$ cat config.mk
export PLATFORM = sky130hd
export DESIGN_NAME = wake_kick_power
export DESIGN_NICKNAME = d
export VERILOG_FILES = /design/src/hdl/wake_kick_pkg.sv /design/src/hdl/pulse_qualifier.sv /design/src/hdl/wake_kick_power.sv
export VERILOG_INCLUDE_DIRS = /design/src /design/src/hdl
export SDC_FILE = /design/constraint.sdc
export NUM_CORES = 2
export LEC_CHECK = 0
export BUFFER_PORTS_ARGS = -buffer_cell sky130_fd_sc_hd__buf_2
export CAP_MARGIN = 20
export CORE_UTILIZATION = 25
export DETAILED_ROUTE_END_ITERATION = 10
export PLACE_DENSITY = 0.4
export SETUP_SLACK_MARGIN = 0.3
export SYNTH_ARGS = -nofsm -noshare
export SYNTH_HDL_FRONTEND = slang
export SYNTH_SLANG_ARGS = --single-unit
$ cat constraint.sdc
create_clock -name ref_clk -period 6.04 [get_ports ref_clk]
set_input_delay 0.604 -clock ref_clk [delete_from_list [all_inputs] [get_ports ref_clk]]
set_output_delay 0.604 -clock ref_clk [all_outputs]
set_load 0.02 [all_outputs]
$ cat src/hdl/wake_kick_defs.svh
/*
 * Constants for the wake/kick power sequencer and user-RAM wipe block:
 * register offsets, field positions, reset values and timing figures.
 * Assumes inclusion by bare name from design files under hdl/.
 */
`ifndef WAKE_KICK_DEFS_SVH
`define WAKE_KICK_DEFS_SVH

// ==========================================================================
// Register offsets (bank 1 for the extended ones)
// ==========================================================================
`define OFS_SECONDS_ALARM   7'h01
`define OFS_MINUTES_ALARM   7'h03
`define OFS_HOURS_ALARM     7'h05
`define OFS_DATE_ALARM      7'h49
`define OFS_FLAGS_CONTROL   7'h4A
`define OFS_ENABLE_CONTROL  7'h4B
`define OFS_RAM_LO          7'h0E
`define OFS_RAM_HI          7'h7F
`define OFS_BANK1_LO        7'h40
`define OFS_BANK1_HI        7'h7F

// ==========================================================================
// Field positions
// ==========================================================================
`define BIT_KICK_FLAG       0
`define BIT_WAKE_FLAG       1
`define BIT_WIPE_FLAG       2
`define BIT_POWER_RELEASE   3
`define BIT_FLAGS_SPARE     4
`define BIT_KICK_IRQ_EN     0
`define BIT_WAKE_IRQ_EN     1
`define BIT_WIPE_IRQ_EN     2
`define BIT_HOLD_IN_FAIL    3
`define BIT_WIPE_EN         4

// ==========================================================================
// Reset values, wipe fill byte and divider run field
// ==========================================================================
`define RST_BYTE            8'h00
`define RST_FLAGS           8'h08
`define RAM_ONES            8'hFF
`define DIV_RUN_HI          2'h1

// ==========================================================================
// Timing
// ==========================================================================
`define CLK_PERIOD_NS       10
`define KICK_PULSE_NS       2000
`define POWER_ON_TIMEOUT_S  2
`define NS_PER_S            1000000000
`define WIPE_RECOVERY_NS    1000

`endif

$ cat src/hdl/wake_kick_pkg.sv
/*
 * Types shared by the power sequencer files.
 * Assumes nothing beyond a SystemVerilog compiler.
 */
package wake_kick_pkg;
  // Power request sequencing states
  typedef enum logic [1:0] {
    PWR_OFF     = 2'b00,
    PWR_WAIT    = 2'b01,
    PWR_ON      = 2'b10
  } pwr_state_t;
endpackage

$ cat src/hdl/pulse_qualifier.sv
/*
 * Synchroniser plus low-level width qualifier for an active-low input.
 * Assumes the input is asynchronous; one clock domain.
 */
`timescale 1ns/10ps
`default_nettype none

module pulse_qualifier #(
  parameter int MIN_CYCLES = 200
) (
  input  wire logic ref_clk,
  input  wire logic rst,
  input  wire logic pin_n,
  output logic      fall_pulse,
  output logic      low_ok_pulse,
  output logic      level_n
);
  // ========================================================================
  // Synchroniser: first stage feeds only the second
  // ========================================================================
  logic       meta_ff;
  logic       sync_ff;
  logic       prev_ff;
  logic [15:0] width_ff;

  always_ff @(posedge ref_clk) begin
    if (rst) begin
      meta_ff <= 1'b1;
      sync_ff <= 1'b1;
      prev_ff <= 1'b1;
    end else begin
      meta_ff <= pin_n;
      sync_ff <= meta_ff;
      prev_ff <= sync_ff;
    end
  end

  // Width counter saturates so a held low fires once only
  always_ff @(posedge ref_clk) begin
    if (rst || sync_ff) begin
      width_ff <= 16'h0000;
    end else if (width_ff != 16'(MIN_CYCLES)) begin
      width_ff <= width_ff + 16'h0001;
    end
  end

  assign fall_pulse   = prev_ff && !sync_ff;
  assign low_ok_pulse = !sync_ff && (width_ff == 16'(MIN_CYCLES - 1));
  assign level_n      = sync_ff;
endmodule

`default_nettype wire

$ cat src/hdl/wake_kick_power.sv
/*
 * Wake-up / kickstart power request sequencer with user-RAM wipe.
 * Byte-wide register port with chip select, read and write strobes and
 * an access-ready answer; time, date and divider state come from the
 * calendar core outside; supply status comes from the power monitor.
 */
// Operation
// - Wake and kick events act only with oscillator running and divider field 01X.
// - Wake and kick enables gate their features.
// - Full date/hour/minute/second match against alarms is a wake event.
// - Wake matching ignores the ordinary alarm interrupt enable.
// - Wake match drives power request low and sets wake flag.
// - Kick low pulse of 2 us or more requests power, sets kick flag.
// - No supply within 2 s timeout releases request; irq stays off.
// - Flag from failed attempt stays until software clears it.
// - Supply in time keeps request, drives irq, clears power release.
// - Power request holds while power release stays 0.
// - Writing power release 1 releases the request output.
// - Software clears wake and kick flags by writing zeros.
// - When powered, events set flags; enabled flags drive irq.
// - When powered, every enabled wake or kick event asserts power request.
// - Supply below fail threshold floats the irq output.
// - Powered down, request holds if hold-in-fail is 1, else floats.
// - Enabled wipe input fall sets all 114 user RAM bytes to ones.
// - Wipe leaves calendar registers and extended RAM unchanged.
// - Wipe completion sets wipe flag; irq if powered and enabled.
// - Writing 0 to wipe flag clears its interrupt.
// - Accesses are refused for a recovery time after wipe.
// - With wipe disabled the input changes neither RAM nor flag.
// - Power release clears when an enabled wake or kick flag is set.
// - Writing 1 to a flag sets it and drives irq if its enable is set.
`timescale 1ns/10ps
`default_nettype none
`include "wake_kick_defs.svh"

module wake_kick_power #(
  parameter int RAM_BYTES        = 114,
  parameter int POWER_ON_CYCLES  =
    (`POWER_ON_TIMEOUT_S * (`NS_PER_S / `CLK_PERIOD_NS)),
  parameter int KICK_CYCLES      =
    (`KICK_PULSE_NS + `CLK_PERIOD_NS - 1) / `CLK_PERIOD_NS,
  parameter int RECOVERY_CYCLES  =
    (`WIPE_RECOVERY_NS + `CLK_PERIOD_NS - 1) / `CLK_PERIOD_NS
) (
  input  wire logic       ref_clk,
  input  wire logic       rst,
  input  wire logic       cs,
  input  wire logic       rd,
  input  wire logic       wr,
  input  wire logic [6:0] addr,
  input  wire logic [7:0] wdata,
  output logic      [7:0] rdata,
  output logic            access_ready,
  input  wire logic       bank_select,
  input  wire logic [2:0] divider_control,
  input  wire logic       osc_running,
  input  wire logic       supply_valid,
  input  wire logic       other_irq,
  input  wire logic [7:0] cur_seconds,
  input  wire logic [7:0] cur_minutes,
  input  wire logic [7:0] cur_hours,
  input  wire logic [7:0] cur_date,
  input  wire logic       kick_input_n,
  input  wire logic       ram_wipe_input_n,
  output logic            power_request_n_o,
  output logic            power_request_n_oe,
  output logic            irq_n_o,
  output logic            irq_n_oe
);
  // ========================================================================
  // Storage
  // ========================================================================
  logic [7:0] seconds_alarm_ff;
  logic [7:0] minutes_alarm_ff;
  logic [7:0] hours_alarm_ff;
  logic [7:0] date_alarm_ff;
  logic       wake_flag_ff;
  logic       kick_flag_ff;
  logic       ram_wipe_flag_ff;
  logic       power_release_ff;
  logic       spare_ff;
  logic [7:0] enable_ff;
  logic [7:0] ram_ff [RAM_BYTES];
  wake_kick_pkg::pwr_state_t state_ff;
  logic [31:0] timeout_ff;
  logic [15:0] lockout_ff;
  logic       match_prev_ff;
  logic       powered_ff;
  logic [7:0] rdata_ff;

  logic kick_fall;
  logic kick_ok;
  logic wipe_fall;
  logic wipe_level_n;
  logic div_ok;
  logic time_match;
  logic wake_evt;
  logic kick_evt;
  logic wipe_evt;
  logic locked;
  logic wr_en;
  logic rd_en;
  logic [6:0] ram_idx;
  logic in_ram;

  wire logic wake_irq_enable     = enable_ff[`BIT_WAKE_IRQ_EN];
  wire logic kick_irq_enable     = enable_ff[`BIT_KICK_IRQ_EN];
  wire logic ram_wipe_irq_enable = enable_ff[`BIT_WIPE_IRQ_EN];
  wire logic power_hold_in_fail  = enable_ff[`BIT_HOLD_IN_FAIL];
  wire logic ram_wipe_enable     = enable_ff[`BIT_WIPE_EN];

  // Byte address hits user RAM; bank 1 hides the upper part
  function automatic logic ram_hit(input logic [6:0] a, input logic bank);
    ram_hit = (a >= `OFS_RAM_LO) &&
              !(bank && a >= `OFS_BANK1_LO && a <= `OFS_BANK1_HI);
  endfunction

  // ========================================================================
  // Input qualification
  // ========================================================================
  pulse_qualifier #(.MIN_CYCLES(KICK_CYCLES)) kick_q (
    .ref_clk      (ref_clk),
    .rst          (rst),
    .pin_n        (kick_input_n),
    .fall_pulse   (kick_fall),
    .low_ok_pulse (kick_ok),
    .level_n      ()
  );

  pulse_qualifier #(.MIN_CYCLES(1)) wipe_q (
    .ref_clk      (ref_clk),
    .rst          (rst),
    .pin_n        (ram_wipe_input_n),
    .fall_pulse   (wipe_fall),
    .low_ok_pulse (),
    .level_n      (wipe_level_n)
  );

  // ========================================================================
  // Event detection
  // ========================================================================
  // Divider field 01X means oscillator on, chain out of reset
  assign div_ok = osc_running &&
                  (divider_control[2:1] == `DIV_RUN_HI);
  // Alarm-enable of the main control register is not consulted
  assign time_match = (cur_seconds == seconds_alarm_ff) &&
                      (cur_minutes == minutes_alarm_ff) &&
                      (cur_hours   == hours_alarm_ff) &&
                      (cur_date    == date_alarm_ff);
  // Match is edge-detected so a held second yields one event
  assign wake_evt = div_ok && time_match && !match_prev_ff;
  assign kick_evt = div_ok &&
                    (supply_valid ? kick_fall : kick_ok);
  assign wipe_evt = ram_wipe_enable && wipe_fall;

  always_ff @(posedge ref_clk) begin
    if (rst) begin
      match_prev_ff <= 1'b0;
    end else begin
      match_prev_ff <= div_ok && time_match;
    end
  end

  // ========================================================================
  // Register port with wipe lockout
  // ========================================================================
  assign locked       = (lockout_ff != 16'h0000) || !wipe_level_n;
  assign access_ready = cs && !locked;
  assign wr_en        = cs && wr && !locked && supply_valid;
  assign rd_en        = cs && rd && !locked;
  assign in_ram       = ram_hit(addr, bank_select);
  assign ram_idx      = addr - `OFS_RAM_LO;

  // Recovery counter starts on the wipe edge whatever the enable
  always_ff @(posedge ref_clk) begin
    if (rst) begin
      lockout_ff <= 16'h0000;
    end else if (wipe_fall) begin
      lockout_ff <= 16'(RECOVERY_CYCLES);
    end else if (lockout_ff != 16'h0000) begin
      lockout_ff <= lockout_ff - 16'h0001;
    end
  end

  // Alarm and enable registers; seconds/minutes/hours alarms in either bank, date alarm and enable in bank 1 only
  always_ff @(posedge ref_clk) begin
    if (rst) begin
      seconds_alarm_ff <= `RST_BYTE;
      minutes_alarm_ff <= `RST_BYTE;
      hours_alarm_ff   <= `RST_BYTE;
      date_alarm_ff    <= `RST_BYTE;
      enable_ff        <= `RST_BYTE;
    end else if (wr_en) begin
      if (addr == `OFS_SECONDS_ALARM) begin
        seconds_alarm_ff <= wdata;
      end else if (addr == `OFS_MINUTES_ALARM) begin
        minutes_alarm_ff <= wdata;
      end else if (addr == `OFS_HOURS_ALARM) begin
        hours_alarm_ff <= wdata;
      end else if (bank_select && addr == `OFS_DATE_ALARM) begin
        date_alarm_ff <= wdata;
      end else if (bank_select && addr == `OFS_ENABLE_CONTROL) begin
        enable_ff <= wdata;
      end
    end
  end

  // User RAM: wipe fills with ones; calendar and extended RAM untouched
  always_ff @(posedge ref_clk) begin
    if (wipe_evt) begin
      for (int i = 0; i < RAM_BYTES; i++) begin
        ram_ff[i] <= `RAM_ONES;
      end
    end else if (wr_en && in_ram) begin
      ram_ff[ram_idx] <= wdata;
    end
  end

  // Read mux, registered
  always_ff @(posedge ref_clk) begin
    if (rst) begin
      rdata_ff <= `RST_BYTE;
    end else if (rd_en) begin
      if (addr == `OFS_SECONDS_ALARM) begin
        rdata_ff <= seconds_alarm_ff;
      end else if (addr == `OFS_MINUTES_ALARM) begin
        rdata_ff <= minutes_alarm_ff;
      end else if (addr == `OFS_HOURS_ALARM) begin
        rdata_ff <= hours_alarm_ff;
      end else if (bank_select && addr == `OFS_DATE_ALARM) begin
        rdata_ff <= date_alarm_ff;
      end else if (bank_select && addr == `OFS_FLAGS_CONTROL) begin
        rdata_ff <= {3'h0, spare_ff, power_release_ff, ram_wipe_flag_ff,
                     wake_flag_ff, kick_flag_ff};
      end else if (bank_select && addr == `OFS_ENABLE_CONTROL) begin
        rdata_ff <= enable_ff;
      end else if (in_ram) begin
        rdata_ff <= ram_ff[ram_idx];
      end else begin
        rdata_ff <= `RST_BYTE;
      end
    end
  end
  assign rdata = rdata_ff;

  // ========================================================================
  // Flags: hardware set wins over a software clear
  // ========================================================================
  wire logic flags_wr = wr_en && bank_select && addr == `OFS_FLAGS_CONTROL;

  always_ff @(posedge ref_clk) begin
    if (rst) begin
      wake_flag_ff     <= 1'b0;
      kick_flag_ff     <= 1'b0;
      ram_wipe_flag_ff <= 1'b0;
      spare_ff         <= 1'b0;
    end else begin
      if (wake_evt) begin
        wake_flag_ff <= 1'b1;
      end else if (flags_wr) begin
        wake_flag_ff <= wdata[`BIT_WAKE_FLAG];
      end
      if (kick_evt) begin
        kick_flag_ff <= 1'b1;
      end else if (flags_wr) begin
        kick_flag_ff <= wdata[`BIT_KICK_FLAG];
      end
      if (wipe_evt) begin
        ram_wipe_flag_ff <= 1'b1;
      end else if (flags_wr) begin
        ram_wipe_flag_ff <= wdata[`BIT_WIPE_FLAG];
      end
      if (flags_wr) begin
        spare_ff <= wdata[`BIT_FLAGS_SPARE];
      end
    end
  end

  wire logic wake_armed = wake_flag_ff && wake_irq_enable;
  wire logic kick_armed = kick_flag_ff && kick_irq_enable;

  // Power release: enabled wake or kick flag forces it low over any write
  always_ff @(posedge ref_clk) begin
    if (rst) begin
      power_release_ff <= 1'(`RST_FLAGS >> `BIT_POWER_RELEASE);
    end else if (wake_armed || kick_armed ||
                 (state_ff == wake_kick_pkg::PWR_WAIT && supply_valid)) begin
      power_release_ff <= 1'b0;
    end else if (flags_wr) begin
      power_release_ff <= wdata[`BIT_POWER_RELEASE];
    end
  end

  // ========================================================================
  // Power-on sequencer
  // ========================================================================
  wire logic start_evt = (wake_evt && wake_irq_enable) ||
                         (kick_evt && kick_irq_enable);

  always_ff @(posedge ref_clk) begin
    if (rst) begin
      state_ff   <= wake_kick_pkg::PWR_OFF;
      timeout_ff <= 32'h0000_0000;
    end else begin
      case (state_ff)
        wake_kick_pkg::PWR_OFF: begin
          if (start_evt && !supply_valid) begin
            state_ff   <= wake_kick_pkg::PWR_WAIT;
            timeout_ff <= 32'(POWER_ON_CYCLES);
          end else if (start_evt || (supply_valid && !power_release_ff)) begin
            state_ff <= wake_kick_pkg::PWR_ON;
          end
        end
        wake_kick_pkg::PWR_WAIT: begin
          if (supply_valid) begin
            state_ff <= wake_kick_pkg::PWR_ON;
          end else if (timeout_ff == 32'h0000_0001) begin
            state_ff <= wake_kick_pkg::PWR_OFF;
          end else begin
            timeout_ff <= timeout_ff - 32'h0000_0001;
          end
        end
        wake_kick_pkg::PWR_ON: begin
          if (power_release_ff && !start_evt) begin
            state_ff <= wake_kick_pkg::PWR_OFF;
          end else if (!supply_valid && !power_hold_in_fail) begin
            state_ff <= wake_kick_pkg::PWR_OFF;
          end
        end
        default: begin
          state_ff <= wake_kick_pkg::PWR_OFF;
        end
      endcase
    end
  end

  // Open drain: only ever pulls low
  assign power_request_n_o  = 1'b0;
  assign power_request_n_oe = (state_ff != wake_kick_pkg::PWR_OFF);

  // ========================================================================
  // Interrupt output
  // ========================================================================
  always_ff @(posedge ref_clk) begin
    if (rst) begin
      powered_ff <= 1'b0;
    end else begin
      powered_ff <= supply_valid;
    end
  end

  // Floats without supply, so a failed attempt never shows here
  assign irq_n_o  = 1'b0;
  assign irq_n_oe = powered_ff &&
                    (wake_armed || kick_armed || other_irq ||
                     (ram_wipe_flag_ff && ram_wipe_irq_enable));
endmodule

`default_nettype wire

==> results.md <==
- The flow ran to the end, and the final reports show no timing, DRC or antenna violations.
- The share of the Yosys chip area taken by registers is 0.652.
- The analysis attributes to cell leakage a power of 15.0 nW.
- In this run the remaining antenna-violating nets after routing total 0.
- The mux cell area share after synthesis is 0.135.
- In the routed layout, each cell is associated on average with a via count of 4.84.
- The synthesized area divided by synthesized cell count is 13.2 um2.
- From bottom edge to top edge, the die measures 454 um.
- The total number of nets in the final design is 4115.
- The number of antenna violations at the first check in global routing is 13.
- The multi-input combinational cell area is 16500 um2.
- Compared with the post-synthesis result, the final layout area differs by 17.1%.
- After clock tree synthesis, the clock-pin slew on the worst setup and hold paths is 50 ps.
- The share of post-route cells with drive strength above 1 is 0.181.
- In this design, the stage delay of the slowest critical-path cell is 950 ps.
- The final critical path time including I/O delays and setup is 5200 ps.
- The power per unit of standard cell area is 294 nW/um2.
- The number of clock sinks seen by CTS is 1151.
- The clock latency on the worst-skew pair is 780 ps.
- The path depth of the worst reg2reg path is 8.
- The post-synthesis instance total is 3878.
- The cell area after synthesis is 51100 um2.
- The last weighted congestion value of the routability-driven placer is 0.793.
- Based on the critical path, the design can be clocked at up to 192 MHz.
- The number of gates given a new drive strength after cts is 0.
- For this block, the initial DRC count from the detailed router was 2803.
- The detailed placer's ending HPWL is 108 mm.
- The total die area is 206000 um2.
- The area of the core is 203000 um2.
- The number of buffers added by the clock tree synthesis step is 136.
- The number of cell rows is 165.
- The post-synthesis compound-gate area fraction is 0.0480.
- The total detailed-routing wirelength is 180 mm.
- The number of cells in the design after placement is 6575.
- The count of flip-flops with a built-in enable after synthesis is 1024.
- STA classifies the critical path startpoint as a flop.
- The most frequent cell on the critical path is sky130_fd_sc_hd__or3_1.
- The max-cap violation count is 0.
- Setup repair after global routing left no endpoint under its margin.
- The cts-stage hold buffer count is 2.
- For this run, the share of the core covered by cells in the final layout is 0.295.
- In the final layout, flip-flops and latches occupy 33300 um2.
- The area share of fa/ha/maj cells after synthesis is 0.00245.
- The largest net degree at the start of global routing is 116.
- Leaving out filler cells and counting taps, the final layout contains 6818.
- On the final layout, the worst hold slack is 184 ps.
- Traced cell by cell, the critical path runs through or4_4 -> or3_4 -> or3_1 -> or3_1 -> nor4_4 -> nand2_1 -> o21ai_0 -> buf_4.
- Of the total synthesized cell area, the portion taken by XOR and XNOR cells is 0.0120.
- The class of the tightest hold or removal check is primary input to flop.
- In the global route stage, overall resource usage came out at 0.173.
- The worst-case headroom to the max-slew limit is 0.162.
- The simple-gate share of the synthesized area is 0.124.
- The largest individual stage delay along the critical path comes from the cell sky130_fd_sc_hd__o21ai_0.
- The synthesized design contains 1151 register bits.
- The final max-slew violation count is 0.
- Setup violations remaining at the end of the flow were counted as 0.
- The number of warning messages in the yosys log is 0.
- Dividing the detail-routed wire length by the instance count gives 26.4 um.
- The die boundary width is 454 um.
- The post-route DRC violation count is 0.
- The maximum fanout along the worst path is 12.
- STA classifies the critical path endpoint as a flop.
- The number of distinct library cells after synthesis is 71.
- The final period utilization is 0.861.
- Summing internal, switching and leakage power gives 17.6 mW.
- The first-pass detailed-route iteration total is 6.
- The worst-case register-to-register setup slack is 840 ps.
- The first global-routing pass estimated 253 mm of wire.
- The number of cells traversed by the worst hold path is 4.
- Input and output buffers added on the ports amount to 70.
- Buffers added to address setup during post-CTS repair amount to 0.
- In this run the count of I/O pins placed on the die edge is 74.
- The clock root buffer is sky130_fd_sc_hd__clkbuf_16.
- The critical path is of the flop to flop type.
- The arrival time at the worst endpoint is 5670 ps.
- After synthesis, the largest family of logic cells by area is multiplexers.
- The via count of the first global-routing pass came to 32900.
- Across the VDD grid, the largest voltage drop is 0.000289 V.
- The clock passes through at most 3 buffers.
- The H-tree generated during clock tree synthesis spans 4 levels.
- At the worst endpoint, the required time is 6510 ps.
- In the final timing run, aggregate negative setup slack is 0 ps.
- The filler cell count in the final layout is 20300.
- The routed layout has 33000 vias.
- The starting density of the core is 0.252.
- The transition time at the pin with the least slew margin is 1260 ps.
- The number of hold violations in the final report came to 0.
- Between clock sinks in the finished design, the worst skew comes to 32.1 ps.
- Global routing finished with a remaining overflow of 0.
- TritonCTS built the clock tree.
- In the synthesized netlist the dominant register cell turns out to be sky130_fd_sc_hd__edfxtp_1.
- The fraction of synthesis flops using an asynchronous set or reset pin is 0.
==> cell families (layout without fill, tap and decap cells) <==
logic type | count (synthesis) | after routing
mux | 415 | 415
flops | 1151 | 1151
xor+xnor | 70 | 70
compound gates | 413 | 413
buf+inv | 306 | 570
simple gates | 1512 | 1512
fa+ha+maj | 10 | 10
other cells | 1 | 5
==> layer usage <==
layer / global-route usage / part of all wire / vias to the layer above
met5: 0 / 0.00031 / -
met4: 0.0453 / 0.024 / 8
met1: 0.236 / 0.45 / 17200
met3: 0.0228 / 0.045 / 231
met2: 0.287 / 0.48 / 899
li1: - / - / 14600
==> registers in the layout (all words and copies together), names as in the netlist, 2 cells and up <==
| signal | count |
|---|---|
| date_alarm_ff | 8 |
| enable_ff | 8 |
| hours_alarm_ff | 8 |
| kick_q.width_ff | 16 |
| lockout_ff | 16 |
| minutes_alarm_ff | 8 |
| ram_ff | 1024 |
| rdata | 8 |
| seconds_alarm_ff | 8 |
| state_ff | 2 |
| timeout_ff | 32 |
==> cell usage in the layout, fill, tap and decap left out, types with 31 or more instances in the layout <==
master and instances:
sky130_fd_sc_hd__o21ai_0 194, sky130_fd_sc_hd__nor3_1 31, sky130_fd_sc_hd__buf_4 223, sky130_fd_sc_hd__nand2_1 1030, sky130_fd_sc_hd__clkbuf_1 42, sky130_fd_sc_hd__a21oi_1 55
sky130_fd_sc_hd__dfxtp_1 127, sky130_fd_sc_hd__nor2_1 236, sky130_fd_sc_hd__mux4_2 218, sky130_fd_sc_hd__xor2_1 41, sky130_fd_sc_hd__buf_2 68, sky130_fd_sc_hd__o22ai_1 45
sky130_fd_sc_hd__or3_1 46, sky130_fd_sc_hd__mux2i_1 194, sky130_fd_sc_hd__a22oi_1 36, sky130_fd_sc_hd__clkbuf_16 140, sky130_fd_sc_hd__edfxtp_1 1024
==> synth_stat cells, drive strengths merged (9+ instances only) <==
| library cell | n | area share |
|---|---|---|
| buf | 144 | 0.015 |
| and2 | 14 | 0.0017 |
| or3 | 47 | 0.0059 |
| mux4 | 218 | 0.096 |
| nand4 | 16 | 0.0020 |
| dfxtp | 127 | 0.050 |
| or4 | 19 | 0.0029 |
| nor4 | 24 | 0.0034 |
| nand3 | 28 | 0.0027 |
| or2 | 11 | 0.0013 |
| o211ai | 16 | 0.0024 |
| nor2b | 11 | 0.0013 |
| nand2 | 1032 | 0.076 |
| nor3 | 32 | 0.0032 |
| ha | 10 | 0.0024 |
| a22oi | 36 | 0.0053 |
| o31ai | 9 | 0.0013 |
| clkbuf | 147 | 0.011 |
| a31oi | 12 | 0.0015 |
| nand2b | 9 | 0.0011 |
| nor2 | 241 | 0.018 |
| edfxtp | 1024 | 0.60 |
| xor2 | 41 | 0.0070 |
| o21ai | 195 | 0.019 |
| o22ai | 47 | 0.0058 |
| mux2i | 194 | 0.038 |
| inv | 14 | 0.0010 |
| xnor2 | 29 | 0.0050 |
| a21oi | 55 | 0.0054 |
| a211o | 9 | 0.0015 |
==> critical path: cells and delay by family, from the launching register on <==
| family | cells | cell delay, ps |
|---|---|---|
| buffers and inverters | 1 | 310 |
| AOI/OAI and AO/OA | 1 | 950 |
| and+or+nand+nor | 6 | 3290 |
| DFF | 1 | 350 |
==> path summary, 6_finish.rpt <==
path,endpoint,start
worst min register to register,wipe_q.level_n,wipe_q.meta_ff
worst min-delay path,match_prev_ff,cur_hours[4]
worst max register to register,ram_ff[44][2],lockout_ff[7]
worst max-delay path,ram_ff[44][2],lockout_ff[7]
==> stage by stage <==
stage                     instance area [um2]  setup WS, ps
after global placement                  55700           804
after floorplan                         51100          1380
final                                   59800           841
after global routing                    59800           734
after detailed placement                55700           866
after CTS                               59800           876
==> where the power goes <==
| part | switching, mW | internal [mW] |
|---|---|---|
| clock network | 3.34 | 4.44 |
| registers | 0.0389 | 8.59 |
| logic | 0.810 | 0.360 |
==> cell type report <==
class | instances | area share
Inverter | 15 | 0.00105
Clock inverter | 53 | 0.00661
Multi-Input combinational cell | 2422 | 0.276
Antenna cell | 3 | 0.000126
Sequential cell | 1151 | 0.557
Tap cell | 2672 | 0.0559
Clock buffer | 184 | 0.0617
Timing Repair Buffer | 318 | 0.0420
No activity file was read; power rests on OpenSTA's default activity.
